<file path="src/lit_ops_pkg.sv">
// Package with encodings, field positions and reset values for the literal and power-down ops
package lit_ops_pkg;
    localparam int         INSN_W         = 14;
    localparam int         DATA_W         = 8;
    localparam int         WD_W           = 8;
    localparam int         PS_W           = 8;
    localparam int         LIT_LSB        = 0;
    localparam int         OPC_LSB        = 8;
    localparam int         OPC_W          = 6;
    localparam int         DC_BIT         = 3;
    // Full power-down instruction word
    localparam logic [13:0] PWRDN_WORD    = 14'h0063;
    // Upper six bits: 11 110x and 11 1010
    localparam logic [4:0] SUB_OPC_HI     = 5'h1e;
    localparam logic [5:0] XOR_OPC        = 6'h3a;
    localparam logic [7:0] ACC_RST        = 8'h00;
    localparam logic [7:0] WD_CLEAR       = 8'h00;
    localparam logic [7:0] PS_CLEAR       = 8'h00;

    // Status flags carried together
    typedef struct packed {
        logic timeout_n;
        logic powerdown_n;
        logic zero;
        logic digit_carry;
        logic carry;
    } status_t;

    localparam status_t STATUS_RST = '{timeout_n: 1'b1, powerdown_n: 1'b1, zero: 1'b0,
                                       digit_carry: 1'b0, carry: 1'b0};

    // Whole block state
    typedef struct packed {
        logic [7:0] acc;
        logic [7:0] watchdog;
        logic [7:0] prescale;
        status_t    status;
        logic       osc_run;
        logic       sleeping;
    } core_state_t;
endpackage : lit_ops_pkg

</file>
<file path="src/lit_ops_core.sv">
// Decode and execute of power-down, literal-minus-accumulator and xor-literal instructions
`timescale 1ns/10ps
`default_nettype none

// Operation
// - Power-down word stops oscillator, enters sleep
// - Power-down clears watchdog, prescaler, sets status
// - 11 110x computes literal minus accumulator
// - 11 1010 decodes as xor literal
// - Xor result to accumulator, only zero
module lit_ops_core
    import lit_ops_pkg::*;
(
    input  wire logic              clk_sys_in,
    input  wire logic              rst_n_in,
    input  wire logic              exec_valid_in,
    input  wire logic [13:0]       insn_in,
    input  wire logic              wake_in,
    input  wire logic              watchdog_tick_in,
    output logic      [7:0]        acc_out,
    output logic      [7:0]        watchdog_out,
    output logic      [7:0]        prescale_out,
    output status_t                status_out,
    output logic                   osc_run_out,
    output logic                   sleep_out
);

    core_state_t state_reg;
    core_state_t state_next;

    logic        insn_taken;
    logic        is_pwrdn;
    logic        is_sub;
    logic        is_xor;
    logic [8:0]  sub_full;
    logic [4:0]  sub_low;
    logic [7:0]  lit;
    logic [7:0]  xor_res;
    logic [15:0] wd_chain;

    // Values held during and just after reset
    localparam core_state_t CORE_RST = '{
        acc:      ACC_RST,
        watchdog: WD_CLEAR,
        prescale: PS_CLEAR,
        status:   STATUS_RST,
        osc_run:  1'b1,
        sleeping: 1'b0
    };

    // Instruction fields and decode
    always_comb begin
        lit        = insn_in[LIT_LSB +: DATA_W];
        insn_taken = exec_valid_in && !state_reg.sleeping;
        is_pwrdn   = insn_taken && (insn_in == PWRDN_WORD);
        // bit 8 is a don't care
        is_sub     = insn_taken && (insn_in[13:9] == SUB_OPC_HI);
        is_xor     = insn_taken && (insn_in[OPC_LSB +: OPC_W] == XOR_OPC);
    end

    // Two's complement subtract, xor and watchdog chain
    always_comb begin
        // k + ~W + 1, bit 8 is the not-borrow carry
        sub_full = {1'b0, lit} + {1'b0, ~state_reg.acc} + 9'h001;
        sub_low  = {1'b0, lit[3:0]} + {1'b0, ~state_reg.acc[3:0]} + 5'h01;
        xor_res  = state_reg.acc ^ lit;
        // Watchdog chain, prescaler in the low byte
        wd_chain = 16'({state_reg.watchdog, state_reg.prescale} + 16'h0001);
    end

    // Next state
    always_comb begin
        state_next = state_reg;
        if (is_pwrdn) begin
            state_next.watchdog           = WD_CLEAR;
            state_next.prescale           = PS_CLEAR;
            state_next.status.timeout_n   = 1'b1;
            state_next.status.powerdown_n = 1'b0;
            state_next.osc_run            = 1'b0;
            state_next.sleeping           = 1'b1;
        end else if (is_sub) begin
            state_next.acc                = sub_full[7:0];
            state_next.status.carry       = sub_full[8];
            state_next.status.digit_carry = sub_low[4];
            state_next.status.zero        = (sub_full[7:0] == 8'h00);
        end else if (is_xor) begin
            state_next.acc                = xor_res;
            state_next.status.zero        = (xor_res == 8'h00);
        end else if (state_reg.sleeping && wake_in) begin
            // Wake reverses sleep, status kept
            state_next.osc_run            = 1'b1;
            state_next.sleeping           = 1'b0;
        end else if (!state_reg.sleeping && watchdog_tick_in) begin
            // Plain watchdog advance while running
            {state_next.watchdog, state_next.prescale} = wd_chain;
        end
    end

    // State register
    always_ff @(posedge clk_sys_in or negedge rst_n_in) begin
        if (!rst_n_in) begin
            state_reg <= CORE_RST;
        end else begin
            state_reg <= state_next;
        end
    end

    // Datapath and watchdog outputs
    assign acc_out      = state_reg.acc;
    assign watchdog_out = state_reg.watchdog;
    assign prescale_out = state_reg.prescale;

    // Status and power outputs
    assign status_out   = state_reg.status;
    assign osc_run_out  = state_reg.osc_run;
    assign sleep_out    = state_reg.sleeping;
endmodule : lit_ops_core

`default_nettype wire

</file>
<file path="config.mk">
export PLATFORM = sky130hd
export DESIGN_NAME = lit_ops_core
export DESIGN_NICKNAME = d
export VERILOG_FILES = /design/src/lit_ops_pkg.sv /design/src/lit_ops_core.sv
export SDC_FILE = /design/constraint.sdc
export NUM_CORES = 1
export LEC_CHECK = 0
export BUFFER_PORTS_ARGS = -buffer_cell sky130_fd_sc_hd__buf_2
export CAP_MARGIN = 20
export CORE_MARGIN = 2
export CORE_UTILIZATION = 57
export CTS_CLUSTER_SIZE = 16
export DETAILED_ROUTE_END_ITERATION = 16
export GPL_TIMING_DRIVEN = 1
export MAX_ROUTING_LAYER = met4
export PLACE_DENSITY = 0.81
export SKIP_CTS_REPAIR_TIMING = 1
export SYNTH_ARGS = -nofsm -noshare
export SYNTH_HDL_FRONTEND = slang
export SYNTH_SLANG_ARGS = --single-unit
</file>
<file path="constraint.sdc">
create_clock -name clk_sys_in -period 3.7 [get_ports clk_sys_in]
set_input_delay 0.74 -clock clk_sys_in [delete_from_list [all_inputs] [get_ports clk_sys_in]]
set_output_delay 0.74 -clock clk_sys_in [all_outputs]
set_load 0.02 [all_outputs]
</file>
==> metrics.md <==
| Metric | Value |
|---|---|
| GRT Total Usage | `0.254` |
| Final Util | `0.685` |
| Count of cell types in the netlist | `44` |
| Leak | `between 1 and 1.5 nW` |
| CP startpoint | `insn_in[0]` |
| Post-Syn Nets | `between 200 and 250` |
| Setup TNS | `0 ns` |
| Clk_lat worst skew | `between 0.3 and 0.4 ns` |
| Largest net degree at the start of global routing | `31` |
| Status | `finished, final reports clean` |
| RSZ-0062 raised after global routing | `false` |
| EDFF count, synth | `0` |
| CP cell instances | `buf_2 > inv_1 > ha_1 > fa_1 > nand2b_1 > a21oi_1 > a31oi_1 > xnor2_1 > o41ai_1` |
| Post-DP HPWL | `~3300 um` |
| Vias in the first global route | `roughly 1500` |
| Cell area after layout | `approximately 2200 um^2` |
| Syn Area/Cell | `roughly 8.7 um^2` |
| Synthesis-to-layout area growth | `17.7%` |
| Critical path type | `primary input to register` |
| Gate Count Post-Synth | `220` |
| Final nets | `293` |
| Final WL | `between 4000 and 5000 um` |
| #FFs+latches synth | `30` |
| Sink Count | `30` |
| Worst r2r src | `acc_out[0]` |
| Worst Setup Start Kind | `primary input` |
| DR vias/cell | `5.66` |
| Predominant post-synthesis flop cell | `dfrtp_1` |
| Synth async-reset ratio | `1.00` |
| Crit Path Max Fanout | `5` |
| Final cell count without fillers | `between 300 and 400` |
| Starting density of the core | `0.582` |
| Ratio of cells with drive above 1 in the final layout | `0.230` |
| Req. time, crit path | `just under 4 ns` |
| Hold WS | `about 0.41 ns` |
| Maxcap violations | `0` |
| Critical Path Max Stage Delay | `roughly 0.41 ns` |
| GRT Residual Overflow | `0` |
| Fin. Hold Viols | `0` |
| TritonCTS clock tree | `done` |
| Antenna diode count | `0` |
| Bufs on Longest Clock Path | `2` |
| # setup viols final | `0` |
| First-pass GRT wire length | `slightly below 7000 um` |
| Placed cells | `303` |
| Skew final | `0.0113 ns` |
| Die ar. | `~3800 um^2` |
| Global placement routability congestion | `approximately 0.90` |
| Crit path capture type | `register` |
| Die height | `61.9 um` |
| Yosys top cell by area | `dfrtp_1` |
| Pre-Repair DR Iteration Count | `4` |
| Root Driver | `clkbuf_4` |
| Synth Warn # | `0` |
| Tcrit/Tclk final | `0.659` |
| TritonCTS Buffers | `5` |
| I/O Pins | `50` |
| Min-Delay Path Class | `primary input to async pin` |
| Pwr Density | `586 nW/um^2` |
| Peak Freq | `410 MHz` |
| Buffers added on ports | `48` |
| Initial drt markers | `67` |
| Core Rows | `21` |
| Synth Cell Area | `1910 um^2` |
| Fin worst setup slack | `1.26 ns` |
| Antenna violations before repair | `0` |
| Slew @ Worst Pin | `about 0.65 ns` |
| CP max stage cell | `fa_1` |
| Synth area leaders | `dfrtp_1 (37%), ha_1 (5.9%), a21oi_1 (4.7%)` |
| Reg clk slew, reported paths | `0.11 ns` |
| DR vias | `1759` |
| Cell area after placement | `between 2000 and 2500 um^2` |
| Routed len/inst | `roughly 14 um` |
| Crit path DAT | `2.65 ns` |
| Min Tclk post-route | `2.44 ns` |
| Sequential-to-total area share from yosys stat | `0.394` |
| Setup slack at placement | `a little under 0.9 ns` |
| Core area | `between 3000 and 4000 um^2` |
| Final Max Slew Viols | `0` |
| Max VDD drop | `roughly 0.28 mV` |
| Die X | `around 62 um` |
| Worst rel slew slack | `0.567` |
| DRC violations left | `0` |
| H-tree depth | `2` |
| Total Power | `1.32 mW` |
| Antenna-violating nets left | `0` |
| Area share of the largest cell type after synthesis | `0.366` |
==> kinds of logic (layout without fill, tap and decap cells) <==
logic type                 Yosys count  in the layout  synth area share
muxes                                2              2            0.0118
and+or+nand+nor                     87             87             0.243
DFF                                 30             30             0.394
other                                1              1           0.00196
AOI/OAI and AO/OA                   53             53             0.173
buffers and inverters               25             70            0.0511
xor gates and xnor gates            12             12            0.0550
adders and majority gates           10             10            0.0694
==> worst max-delay path, delay by kind of cell <==
family	cells	cell delay, ns
AO/OA/AOI/OAI	3	0.83
XOR/XNOR	1	0.15
adder cells (fa/ha/maj)	2	0.62
buffers and inverters	2	0.13
AND/OR/NAND/NOR	1	0.18
==> flip-flops by register name (all words and copies together) (netlist names) <==
register	flops
status_out	4
osc_run_out	1
sleep_out	1
watchdog_out	8
acc_out	8
prescale_out	8
==> worst paths after layout <==
path,to,slack (ns),cells past startpoint
worst max-delay path,status_out[2],1.26,9
worst min-delay path,watchdog_out[3],0.41,1
worst max register to register,status_out[2],1.37,7
worst min register to register,status_out[0],0.48,2
max in group asynchronous,acc_out[0],2.85,1
min in group clk_sys_in,status_out[0],0.48,2
==> final cells by class <==
class	count	area [um^2]
fillers	281	1030
multi-input cells	165	1060
well taps	46	57.6
clock buffers	7	55.1
clock inverters	1	30.0
inverters	14	52.6
repair buffers	48	240
flip-flops and latches	30	753
==> Yosys cell counts, types with 3 or more instances <==
cell type,instances
o211ai_1,3
nor4_1,3
dfrtp_1,28
nand4_1,9
nand2_1,19
nor3_1,4
clkbuf_1,10
nor2_1,17
or3_1,8
a21oi_1,18
ha_1,9
nand2b_1,3
o21ai_0,17
xor2_1,8
nand3_1,6
xnor2_1,4
nor2b_1,4
inv_1,14
and2_1,3
==> metal layers <==
layer | track usage | wire length (um)
met5 | - | 0
met4 | 0.112 | 84
met3 | 0.0518 | 219
met2 | 0.380 | 2000
met1 | 0.333 | 2040
==> report_power, final <==
| group | total [mW] | switching [mW] | internal (mW) | leakage [nW] |
|---|---|---|---|---|
| Clock | 0.280 | 0.118 | 0.161 | 0.0455 |
| Sequential | 0.467 | 0.0684 | 0.399 | 0.382 |
| Combinational | 0.572 | 0.350 | 0.222 | 0.652 |
| Total | 1.32 | 0.537 | 0.782 | 1.08 |
==> cells in the final DEF, fill, tap and decap left out, drive strengths merged, types with 2 or more instances in the layout <==
master  netlist  final
dfrtp        28     28
nor4          3      3
nor3          4      4
nor3b         2      2
and3          2      2
o21ai        17     17
nand3         6      6
a21oi        18     18
o31a          2      2
o211ai        4      4
clkbuf       10      7
nor2         17     17
nand2        19     19
nand2b        3      3
a21o          2      2
nor2b         4      4
inv          14     14
and4          2      2
nand4         9      9
xor2          8      8
o31ai         2      2
ha            9      9
xnor2         4      4
buf           1     48
and2          3      3
or3           8      8
dfstp         2      2
mux2          2      2
Power figures use the tool's default switching activity.
